`config.mk`:
```
export PLATFORM = sky130hd
export DESIGN_NAME = gmq_port
export DESIGN_NICKNAME = d
export VERILOG_FILES = /design/src/hw/gmq_pkg.sv /design/src/hw/gmq_port.sv /design/src/hw/gmq_qual.sv
export VERILOG_INCLUDE_DIRS = /design/src /design/src/hw
export SDC_FILE = /design/constraint.sdc
export NUM_CORES = 2
export LEC_CHECK = 0
export ABC_AREA = 1
export BUFFER_PORTS_ARGS = -buffer_cell sky130_fd_sc_hd__buf_2
export CAP_MARGIN = 20
export CORE_ASPECT_RATIO = 0.9
export CORE_MARGIN = 2
export CORE_UTILIZATION = 59
export DETAILED_ROUTE_END_ITERATION = 8
export PLACE_DENSITY = 0.83
export SYNTH_ARGS = -nofsm -noshare
export SYNTH_HDL_FRONTEND = slang
export SYNTH_SLANG_ARGS = --single-unit
```
`constraint.sdc`:
```
create_clock -name hclk -period 4 [get_ports hclk]
set_input_delay 0 -clock hclk [delete_from_list [all_inputs] [get_ports hclk]]
set_output_delay 0 -clock hclk [all_outputs]
set_load 0.01 [all_outputs]
```
`src/hw/gmq_cfg.svh`:
```
`ifndef GMQ_CFG_SVH
`define GMQ_CFG_SVH

// pin counts
`define GMQ_NPIN        35
`define GMQ_NPIN_A      32
`define GMQ_NPIN_B      3
`define GMQ_NGRP        5
`define GMQ_GRP_SIZE    8

// register indices, byte address is index times four
`define GMQ_NREG        19
`define GMQ_IDX_W       5
`define GMQ_MUX_A1      5'h00
`define GMQ_MUX_A2      5'h01
`define GMQ_MUX_B1      5'h02
`define GMQ_MUX_B2      5'h03
`define GMQ_QSEL_A1     5'h04
`define GMQ_QSEL_A2     5'h05
`define GMQ_QSEL_B1     5'h06
`define GMQ_CTRL_A      5'h07
`define GMQ_CTRL_B      5'h08
`define GMQ_DIR_A       5'h09
`define GMQ_DIR_B       5'h0A
`define GMQ_PU_A        5'h0B
`define GMQ_PU_B        5'h0C
`define GMQ_DAT_A       5'h0D
`define GMQ_DAT_B       5'h0E
`define GMQ_INT1_SEL    5'h0F
`define GMQ_INT2_SEL    5'h10
`define GMQ_NMI_SEL     5'h11
`define GMQ_WAKE_SEL    5'h12

// writable bits of each register, the rest read as zero
`define GMQ_MASK_FULL   32'hFFFFFFFF
`define GMQ_MASK_SEL_B  32'h0000003F
`define GMQ_MASK_NONE   32'h00000000
`define GMQ_MASK_PER_B  32'h000000FF
`define GMQ_MASK_PIN_B  32'h00000007
`define GMQ_MASK_SRC    32'h0000001F
`define GMQ_RST_VAL     32'h00000000

// sampling window sizes
`define GMQ_WIN_SHORT   3'h3
`define GMQ_WIN_LONG    3'h6
`define GMQ_CNT_ONE     3'h1

// bus encodings
`define GMQ_SIZE_WORD   3'h2
`define GMQ_SIZE_HALF   3'h1
`define GMQ_BE_ALL      4'hF
`define GMQ_BE_HI       4'hC
`define GMQ_BE_LO       4'h3
`define GMQ_BE_ONE      4'h1

`endif

```
`src/hw/gmq_pkg.sv`:
```
package gmq_pkg;

    // per-pin input qualification mode
    typedef enum logic [1:0] {
        GMQ_Q_SYNC  = 2'h0,
        GMQ_Q_WIN3  = 2'h1,
        GMQ_Q_WIN6  = 2'h2,
        GMQ_Q_ASYNC = 2'h3
    } gmq_qmode_t;

    // per-pin function select
    typedef enum logic [1:0] {
        GMQ_F_GPIO  = 2'h0,
        GMQ_F_PER1  = 2'h1,
        GMQ_F_PER2  = 2'h2,
        GMQ_F_PER3  = 2'h3
    } gmq_func_t;

endpackage

```
`src/hw/gmq_port.sv`:
```
// Chosen here: the AHB-Lite interface to the registers and the address map.
`timescale 1ns/10ps
`include "gmq_cfg.svh"

// Functional notes
// - pins form two ports: port A pins 0-31, port B pins 32-34
// - registers accept 32-bit and 16-bit reads and writes
// - each pin carries plain I/O or one of three peripheral signals
// - port A has two function select registers, port B has one (GMQ_MUX_B2 reads zero)
// - after reset every input is only synchronised, no window filter
// - window mode takes a level after 6 or 3 equal samples per pin, pins 0-15 and 32-34 only (GMQ_QSEL_A2 is not writable)
// - sample interval is set once per group of eight pins
// - each pin has a software controlled pull-up
// - any port A pin can source each external interrupt
// - any set of port A pins can wake the device
// - wake works for plain input and peripheral input pins
module gmq_port (
    // clock and reset
    input  wire logic                    hclk,
    input  wire logic                    hresetn,
    // ahb-lite slave
    input  wire logic                    hsel,
    input  wire logic [31:0]             haddr,
    input  wire logic [1:0]              htrans,
    input  wire logic                    hwrite,
    input  wire logic [2:0]              hsize,
    input  wire logic [31:0]             hwdata,
    input  wire logic                    hready,
    output logic      [31:0]             hrdata,
    output logic                         hreadyout,
    output logic                         hresp,
    // pins
    input  wire logic [`GMQ_NPIN-1:0]    pin_in,
    output logic      [`GMQ_NPIN-1:0]    pin_out,
    output logic      [`GMQ_NPIN-1:0]    pin_oe,
    output logic      [`GMQ_NPIN-1:0]    pin_pullup_en,
    // peripheral side
    input  wire logic [`GMQ_NPIN-1:0]    per1_out,
    input  wire logic [`GMQ_NPIN-1:0]    per1_oe,
    input  wire logic [`GMQ_NPIN-1:0]    per2_out,
    input  wire logic [`GMQ_NPIN-1:0]    per2_oe,
    input  wire logic [`GMQ_NPIN-1:0]    per3_out,
    input  wire logic [`GMQ_NPIN-1:0]    per3_oe,
    output logic      [`GMQ_NPIN-1:0]    per_in,
    // event sources
    output logic                         external_interrupt_one,
    output logic                         external_interrupt_two,
    output logic                         external_nonmaskable_interrupt,
    output logic                         wake_request
);

    logic [31:0]              cfg_r [`GMQ_NREG];
    logic                     wr_pend_r;
    logic                     rd_wait_r;
    logic [`GMQ_IDX_W-1:0]    idx_r;
    logic [3:0]               be_r;
    logic [31:0]              hrdata_r;
    logic                     acc;
    logic                     mapped;
    logic [`GMQ_IDX_W-1:0]    acc_idx;
    logic [3:0]               acc_be;
    logic [31:0]              rd_val;
    logic [31:0]              wr_mask;
    logic [31:0]              be_bits;
    logic [2*`GMQ_NPIN-1:0]   fsel_flat;
    logic [2*`GMQ_NPIN-1:0]   qsel_flat;
    logic [`GMQ_NPIN-1:0]     dir_all;
    logic [`GMQ_NPIN-1:0]     dat_all;
    logic [`GMQ_NPIN-1:0]     qual_in;
    logic [`GMQ_NPIN-1:0]     pin_out_nxt;
    logic [`GMQ_NPIN-1:0]     pin_oe_nxt;
    logic [`GMQ_NGRP-1:0]     smp_stb;
    logic [7:0]               per_cnt_r [`GMQ_NGRP];
    logic [7:0]               period [`GMQ_NGRP];

    // writable bits per index; unmapped and reserved bits stay zero
    function automatic logic [31:0] reg_mask(
        input logic [`GMQ_IDX_W-1:0] idx
    );
        case (idx)
            `GMQ_MUX_A1, `GMQ_MUX_A2, `GMQ_QSEL_A1,
            `GMQ_CTRL_A, `GMQ_DIR_A, `GMQ_PU_A,
            `GMQ_DAT_A, `GMQ_WAKE_SEL:          reg_mask = `GMQ_MASK_FULL;
            `GMQ_MUX_B1, `GMQ_QSEL_B1:          reg_mask = `GMQ_MASK_SEL_B;
            `GMQ_CTRL_B:                        reg_mask = `GMQ_MASK_PER_B;
            `GMQ_DIR_B, `GMQ_PU_B, `GMQ_DAT_B:  reg_mask = `GMQ_MASK_PIN_B;
            `GMQ_INT1_SEL, `GMQ_INT2_SEL,
            `GMQ_NMI_SEL:                       reg_mask = `GMQ_MASK_SRC;
            default:                            reg_mask = `GMQ_MASK_NONE;
        endcase
    endfunction

    // byte lanes from size and low address bits
    function automatic logic [3:0] lanes(
        input logic [2:0] size,
        input logic [1:0] addr
    );
        if (size == `GMQ_SIZE_WORD) begin
            lanes = `GMQ_BE_ALL;
        end else if (size == `GMQ_SIZE_HALF) begin
            lanes = addr[1] ? `GMQ_BE_HI : `GMQ_BE_LO;
        end else begin
            lanes = `GMQ_BE_ONE << addr;
        end
    endfunction

    // address phase decode
    assign acc     = hsel && hready && htrans[1];
    assign acc_idx = haddr[`GMQ_IDX_W+1:2];
    assign acc_be  = lanes(hsize, haddr[1:0]);
    assign mapped  = (idx_r < `GMQ_NREG);

    // reads stall one cycle so a write just before is already visible
    assign hreadyout = !rd_wait_r;
    assign hresp     = 1'b0;
    assign hrdata    = hrdata_r;

    // bus phase tracking
    always_ff @(posedge hclk or negedge hresetn) begin
        if (!hresetn) begin
            wr_pend_r <= 1'b0;
            rd_wait_r <= 1'b0;
            idx_r     <= '0;
            be_r      <= 4'h0;
        end else if (rd_wait_r) begin
            rd_wait_r <= 1'b0;
        end else begin
            wr_pend_r <= acc && hwrite;
            rd_wait_r <= acc && !hwrite;
            if (acc) begin
                idx_r <= acc_idx;
                be_r  <= acc_be;
            end
        end
    end

    // read value; data registers return the qualified pin levels
    always_comb begin
        rd_val = 32'h0;
        if (idx_r == `GMQ_DAT_A) begin
            rd_val = qual_in[`GMQ_NPIN_A-1:0];
        end else if (idx_r == `GMQ_DAT_B) begin
            rd_val = {29'h0, qual_in[`GMQ_NPIN-1:`GMQ_NPIN_A]};
        end else if (mapped) begin
            rd_val = cfg_r[idx_r] & reg_mask(idx_r);
        end
    end

    // read data capture at the end of the wait cycle
    always_ff @(posedge hclk or negedge hresetn) begin
        if (!hresetn) begin
            hrdata_r <= 32'h0;
        end else if (rd_wait_r) begin
            hrdata_r <= rd_val;
        end
    end

    assign be_bits = {{8{be_r[3]}}, {8{be_r[2]}}, {8{be_r[1]}}, {8{be_r[0]}}};
    assign wr_mask = be_bits & reg_mask(idx_r);

    // register writes, only enabled lanes and writable bits change
    always_ff @(posedge hclk or negedge hresetn) begin
        if (!hresetn) begin
            for (int i = 0; i < `GMQ_NREG; i++) begin
                cfg_r[i] <= `GMQ_RST_VAL;
            end
        end else if (wr_pend_r && mapped) begin
            cfg_r[idx_r] <= (cfg_r[idx_r] & ~wr_mask)
                          | (hwdata & wr_mask);
        end
    end

    // per-port fields flattened into per-pin vectors
    assign fsel_flat = {cfg_r[`GMQ_MUX_B1][5:0], cfg_r[`GMQ_MUX_A2],
                        cfg_r[`GMQ_MUX_A1]};
    assign qsel_flat = {cfg_r[`GMQ_QSEL_B1][5:0],
                        cfg_r[`GMQ_QSEL_A2], cfg_r[`GMQ_QSEL_A1]};
    assign dir_all   = {cfg_r[`GMQ_DIR_B][2:0], cfg_r[`GMQ_DIR_A]};
    assign dat_all   = {cfg_r[`GMQ_DAT_B][2:0], cfg_r[`GMQ_DAT_A]};

    // sample strobe divider per group of eight pins
    genvar g;
    generate
        for (g = 0; g < `GMQ_NGRP; g++) begin : grp
            if (g < `GMQ_NGRP - 1) begin : ga
                assign period[g] = cfg_r[`GMQ_CTRL_A][8*g +: 8];
            end else begin : gb
                assign period[g] = cfg_r[`GMQ_CTRL_B][7:0];
            end
            assign smp_stb[g] = (per_cnt_r[g] >= period[g]);
            // one strobe every period+1 clocks
            always_ff @(posedge hclk or negedge hresetn) begin
                if (!hresetn) begin
                    per_cnt_r[g] <= 8'h00;
                end else if (smp_stb[g]) begin
                    per_cnt_r[g] <= 8'h00;
                end else begin
                    per_cnt_r[g] <= per_cnt_r[g] + 8'h01;
                end
            end
        end
    endgenerate

    // per-pin qualifier and output multiplexer
    genvar p;
    generate
        for (p = 0; p < `GMQ_NPIN; p++) begin : pin
            logic [1:0] qm;
            logic [1:0] fs;
            assign qm = (p < `GMQ_NPIN_A) ? qsel_flat[2*p +: 2]
                                          : qsel_flat[2*p +: 2];
            assign fs = fsel_flat[2*p +: 2];

            gmq_qual u_qual (
                .hclk    (hclk),
                .hresetn (hresetn),
                .pin_raw (pin_in[p]),
                .smp_stb (smp_stb[p / `GMQ_GRP_SIZE]),
                .mode    (gmq_pkg::gmq_qmode_t'(qm)),
                .q       (qual_in[p])
            );

            // function select steers level and enable
            always_comb begin
                case (gmq_pkg::gmq_func_t'(fs))
                    gmq_pkg::GMQ_F_PER1: begin
                        pin_out_nxt[p] = per1_out[p];
                        pin_oe_nxt[p]  = per1_oe[p];
                    end
                    gmq_pkg::GMQ_F_PER2: begin
                        pin_out_nxt[p] = per2_out[p];
                        pin_oe_nxt[p]  = per2_oe[p];
                    end
                    gmq_pkg::GMQ_F_PER3: begin
                        pin_out_nxt[p] = per3_out[p];
                        pin_oe_nxt[p]  = per3_oe[p];
                    end
                    default: begin
                        pin_out_nxt[p] = dat_all[p];
                        pin_oe_nxt[p]  = dir_all[p];
                    end
                endcase
            end
        end
    endgenerate

    // peripherals see the qualified level, bypass included
    assign per_in = qual_in;

    // registered pin drive
    always_ff @(posedge hclk or negedge hresetn) begin
        if (!hresetn) begin
            pin_out       <= '0;
            pin_oe        <= '0;
            pin_pullup_en <= '0;
        end else begin
            pin_out       <= pin_out_nxt;
            pin_oe        <= pin_oe_nxt;
            pin_pullup_en <= {cfg_r[`GMQ_PU_B][2:0],
                              cfg_r[`GMQ_PU_A]};
        end
    end

    // interrupt sources picked from port A qualified inputs
    always_ff @(posedge hclk or negedge hresetn) begin
        if (!hresetn) begin
            external_interrupt_one         <= 1'b0;
            external_interrupt_two         <= 1'b0;
            external_nonmaskable_interrupt <= 1'b0;
        end else begin
            external_interrupt_one <=
                qual_in[cfg_r[`GMQ_INT1_SEL][4:0]];
            external_interrupt_two <=
                qual_in[cfg_r[`GMQ_INT2_SEL][4:0]];
            external_nonmaskable_interrupt <=
                qual_in[cfg_r[`GMQ_NMI_SEL][4:0]];
        end
    end

    // wake is taken after qualification, whatever the pin function
    always_ff @(posedge hclk or negedge hresetn) begin
        if (!hresetn) begin
            wake_request <= 1'b0;
        end else begin
            wake_request <= |(qual_in[`GMQ_NPIN_A-1:0]
                              & cfg_r[`GMQ_WAKE_SEL]);
        end
    end

    a_port_b_width: assert property (
        @(posedge hclk) disable iff (!hresetn)
        cfg_r[`GMQ_DIR_B][31:3] == 29'h0 && cfg_r[`GMQ_MUX_B2] == 32'h0)
        else $error("port B holds bits beyond pin 34");

    a_half_write: assert property (
        @(posedge hclk) disable iff (!hresetn)
        (wr_pend_r && idx_r == `GMQ_DIR_A && be_r == 4'hC)
        |=> cfg_r[`GMQ_DIR_A][15:0] == $past(cfg_r[`GMQ_DIR_A][15:0])
            && cfg_r[`GMQ_DIR_A][31:16] == $past(hwdata[31:16]))
        else $error("halfword write touched the wrong half");

    a_mux_gpio: assert property (
        @(posedge hclk) disable iff (!hresetn)
        (fsel_flat[1:0] == 2'h0) |=> pin_out[0] == $past(dat_all[0])
                                     && pin_oe[0] == $past(dir_all[0]))
        else $error("gpio function not driving pin 0");

    a_mux_periph: assert property (
        @(posedge hclk) disable iff (!hresetn)
        (fsel_flat[69:68] == 2'h2) |=> pin_out[34] == $past(per2_out[34]))
        else $error("peripheral two not routed to pin 34");

    // a period rewrite in flight excuses the spacing
    a_strobe_period: assert property (
        @(posedge hclk) disable iff (!hresetn)
        (smp_stb[0] && period[0] == 8'h03)
        |=> (!smp_stb[0] || period[0] != 8'h03) [*3]
            ##1 (smp_stb[0] || period[0] != 8'h03))
        else $error("group zero strobe spacing wrong");

    a_int_select: assert property (
        @(posedge hclk) disable iff (!hresetn)
        1'b1 |=> external_interrupt_one
                 == $past(qual_in[cfg_r[`GMQ_INT1_SEL][4:0]]))
        else $error("interrupt one not following its source pin");

    a_wake_source: assert property (
        @(posedge hclk) disable iff (!hresetn)
        (cfg_r[`GMQ_WAKE_SEL] == 32'h0) |=> !wake_request)
        else $error("wake raised with no source selected");

    a_pullup_follow: assert property (
        @(posedge hclk) disable iff (!hresetn)
        $rose(cfg_r[`GMQ_PU_A][5]) |=> pin_pullup_en[5])
        else $error("pull-up enable not applied");

    a_read_wait: assert property (
        @(posedge hclk) disable iff (!hresetn)
        (acc && !hwrite) |=> !hreadyout ##1 hreadyout)
        else $error("read did not take exactly one wait state");

    a_wake_any: assert property (
        @(posedge hclk) disable iff (!hresetn)
        (|(qual_in[`GMQ_NPIN_A-1:0] & cfg_r[`GMQ_WAKE_SEL]))
        |=> wake_request)
        else $error("selected pin high but no wake raised");

endmodule

```
`src/hw/gmq_qual.sv`:
```
`timescale 1ns/10ps
`include "gmq_cfg.svh"

module gmq_qual (
    // clock and reset
    input  wire logic               hclk,
    input  wire logic               hresetn,
    // pin and controls
    input  wire logic               pin_raw,
    input  wire logic               smp_stb,
    input  wire gmq_pkg::gmq_qmode_t mode,
    // qualified level
    output logic                    q
);

    logic       sync1_r;
    logic       sync2_r;
    logic       last_r;
    logic [2:0] cnt_r;
    logic       filt_r;
    logic [2:0] win;

    // two-stage synchroniser, first stage feeds only the second
    always_ff @(posedge hclk or negedge hresetn) begin
        if (!hresetn) begin
            sync1_r <= 1'b0;
            sync2_r <= 1'b0;
        end else begin
            sync1_r <= pin_raw;
            sync2_r <= sync1_r;
        end
    end

    assign win = (mode == gmq_pkg::GMQ_Q_WIN3) ? `GMQ_WIN_SHORT
                                               : `GMQ_WIN_LONG;

    // run of equal samples, restart on any differing sample
    always_ff @(posedge hclk or negedge hresetn) begin
        if (!hresetn) begin
            last_r <= 1'b0;
            cnt_r  <= 3'h0;
            filt_r <= 1'b0;
        end else if (smp_stb) begin
            if (sync2_r != last_r) begin
                last_r <= sync2_r;
                cnt_r  <= `GMQ_CNT_ONE;
            end else begin
                if (cnt_r < win) begin
                    cnt_r <= cnt_r + `GMQ_CNT_ONE;
                end
                if (cnt_r + `GMQ_CNT_ONE >= win) begin
                    filt_r <= sync2_r;
                end
            end
        end
    end

    // bypass skips the synchroniser, only meant for peripheral inputs
    always_comb begin
        case (mode)
            gmq_pkg::GMQ_Q_SYNC:  q = sync2_r;
            gmq_pkg::GMQ_Q_ASYNC: q = pin_raw;
            default:              q = filt_r;
        endcase
    end

    a_sync_path: assert property (
        @(posedge hclk) disable iff (!hresetn)
        (mode == gmq_pkg::GMQ_Q_SYNC) |-> q == $past(pin_raw, 2))
        else $error("sync mode output not two cycles behind pin");

    a_window_hold: assert property (
        @(posedge hclk) disable iff (!hresetn)
        (smp_stb && sync2_r != last_r) |=> filt_r == $past(filt_r))
        else $error("filter moved on a differing sample");

    a_window_take: assert property (
        @(posedge hclk) disable iff (!hresetn)
        (smp_stb && sync2_r == last_r && cnt_r + 3'h1 >= win)
        |=> filt_r == $past(sync2_r))
        else $error("filter missed a full window");

endmodule

```
==> reports/results.ini <==
[worst_setup_path]
endpoint=cfg_r[463]$_DFFE_PN0P_
crit_fanout=30
required_ns=4.65
reg2regPathDepth=9
timing.rr.start=idx_r[0]$_DFFE_PN0P_
cp-startpoint=idx_r[0]$_DFFE_PN0P_
r2r_setup_slack_ns=0.64
crit_type=register to register
cp-end-kind=register
startpoint_type=register
cp.arrival_ns=4.02
worstReg2RegEnd=cfg_r[463]$_DFFE_PN0P_

[synthesis]
synth.distinct_cells=44
muxShareOfSynthArea_pct=0.0198
ys_top_cells_by_area=dfrtp_1 (46%), nand2_1 (15%), nand3_1 (8.8%)
synth-simple-area-share_pct=29.1
synthXorXnorAreaFrac_pct=1.23
synth_top_family_by_area=simple AND/OR/NAND/NOR gates
syn-cell-area_sq_mm=0.0569
yosysTopAreaCell=dfrtp_1
synth_top_area_share_pct=46.0
yosysWarningCount=0
synthesis.nets=7990
synth_compound_area_share_pct=8.83
syn_area_per_cell_sq_um=7.75
yosysSeqAreaShare_pct=46.0
synth_fa_ha_area_share_pct=7.26
syn_inst=7341
ys_ff_latch=1045

[cells_and_area]
post-route-util_pct=68.7
syn2layout_area_growth_pct=15.9
multi_input_area_sq_mm=0.0265
layout_commonest_cell=nand2_1
drive_above_1_share_pct=11.1
final_nets=8483
seq_area_sq_mm=0.0262
fin_area_sq_mm=0.0659
n_fill_cell=7478
layout_common_cells=nand2_1 (2306), dfrtp_1 (1042), nand3_1 (1003), inv_1 (600), o21ai_0 (512)

[pwr]
leakage_uw=0.0337
ir_drop_mv=0.393
p_per_area_mw_per_mm2=447

[hold_path]
hold_path_class=input pin to register
hold_path_depth=2

[flow_run]
maxCapViolations=0

[timing]
fin_tns_setup_ns=0
finalCritPeriodShare_pct=84.1
tightestPinTransition_ns=1.22
slew_headroom_pct=18.5
finalSetupViolations=0
fin_crit_ns=3.36
fmax_ghz=0.297
slew_violations=0
skew_ns=0.0602
final_hold_viol_count=0
rsz0062_at_grt=no

[global_route]
grt_pass1_vias=54700
grt_max_degree=158
grt_overflow=0
grt_antenna_before_repair=8
gr-usage-all-layers_pct=40.7
grt_pass1_wl_um=313000

[floorplanning]
core_sq_mm=0.0959
io_pins=497
die_x_um=331
start_util_pct=59.3
die_h_um=299
die_area_sq_mm=0.0989
rows=108

[run_status]
status=completed

[cts]
cts_buffers=108
clk_latency_ns=0.74
cts_tree=yes
root_buffer=clkbuf_16
clkTransAtPathRegs_ns=0.06
cts_num_sinks=1045
cts_setup_buffers=0
htree_levels=3
hold_buffers=220
cts_resized=0
clk_path_buf_depth=3

[detailed_routing]
drt_iter0_markers=8149
ant_nets=0
vias=56600
first_pass_iters=7
routed_wl_um=206000
routedWlPerCell_um=22.4
avgViaCountPerCell=6.15
drc=0

[place]
place_area_sq_mm=0.0599
io_buffers=469
gp_congestion=0.986
post-dp-hpwl_um=135000

-- flip-flops by register name, summed over array words and instances (netlist names), 4 cells and up --
signal,cells
cfg_r,608
pin.u_qual.cnt_r,105
per_cnt_r,40
pin.u_qual.filt_r,35
pin.u_qual.last_r,35
pin.u_qual.sync1_r,35
pin.u_qual.sync2_r,35
pin_oe,35
pin_out,35
pin_pullup_en,35
hrdata,32
idx_r,5
be_r,4
-- metal layers --
metal / track usage (%) / vias up / routed length, um
met2: 60.4 / 4277 / 87100
li1: - / 24800 / -
met4: 26.5 / 4 / 16000
met5: 0 / - / 29
met3: 12.9 / 1021 / 29600
met1: 51.7 / 26500 / 73000
-- logic make-up after synthesis --
family / count (synthesis)
AOI/OAI and AO/OA: 907
xor gates and xnor gates: 80
adders and majority gates: 330
buffers and inverters: 1025
DFF: 1045
muxes: 1
other: 1
and+or+nand+nor: 3952
-- final cells by class --
type | instances | area share (%)
multi-input cells | 5271 | 40.2
flip-flops and latches | 1045 | 39.7
repair buffers | 795 | 8.54
clock buffers | 166 | 4.96
inverters | 613 | 3.50
well taps | 1265 | 2.40
clock inverters | 35 | 0.679
diodes | 8 | 0.0304
-- worst min path at each step --
stage | from | endpoint | slack (ns)
4_1_cts | hwdata[26] | cfg_r[218]$_DFFE_PN0P_ | 0.0007
3_3_place_gp | hresetn | pin[14].u_qual.cnt_r[1]$_DFFE_PN0P_ | 0.09
5_1_grt | pin_in[15] | pin[15].u_qual.sync1_r$_DFF_PN0_ | 0.02
6_report | pin_in[15] | pin[15].u_qual.sync1_r$_DFF_PN0_ | 0.01
3_5_place_dp | hresetn | pin[14].u_qual.cnt_r[1]$_DFFE_PN0P_ | 0.09
2_1_floorplan | hresetn | be_r[0]$_DFFE_PN0P_ | -0.30
-- critical path, cell delays in order, from the launching register on --
cell,delay [ns]
dfrtp_4,0.65
inv_4,0.15
buf_4,0.38
o21ai_0,0.13
nand3_1,0.18
nand2_4,0.14
nand2_2,0.52
or2_1,0.78
nand3_1,0.21
nand2_1,0.11
-- synthesized netlist by cell type (all sizes together) --
cell	instances
a21boi	2
a21oi	184
a221oi	15
a22oi	7
a31oi	35
a32oi	38
and2	4
and3	4
buf	228
clkbuf	184
clkinv	3
conb	1
dfrtp	1045
ha	330
inv	610
mux2	1
nand2	2335
nand3	1014
nand3b	1
nand4	18
nor2	480
nor3	26
nor3b	11
o2111ai	11
o211ai	39
o21a	1
o21ai	517
o22ai	58
or2	59
xnor2	70
xor2	10
-- stage by stage --
stage	instances	setup slack, ns	total power, uW	hold WS (ns)
after floorplan	7341	1.45	15800	-0.296
after global placement	8765	0.954	18200	0.0942
after detailed placement	8765	0.903	18400	0.0898
after CTS	9186	0.865	29000	0.000654
after global routing	9192	0.612	30400	0.0163
final	9198	0.636	29500	0.00974
-- report_power, final --
part | internal, uW | switching (uW)
Clock | 6100 | 4550
Combinational | 1900 | 5090
Sequential | 11200 | 603
Power figures use the tool's default switching activity.
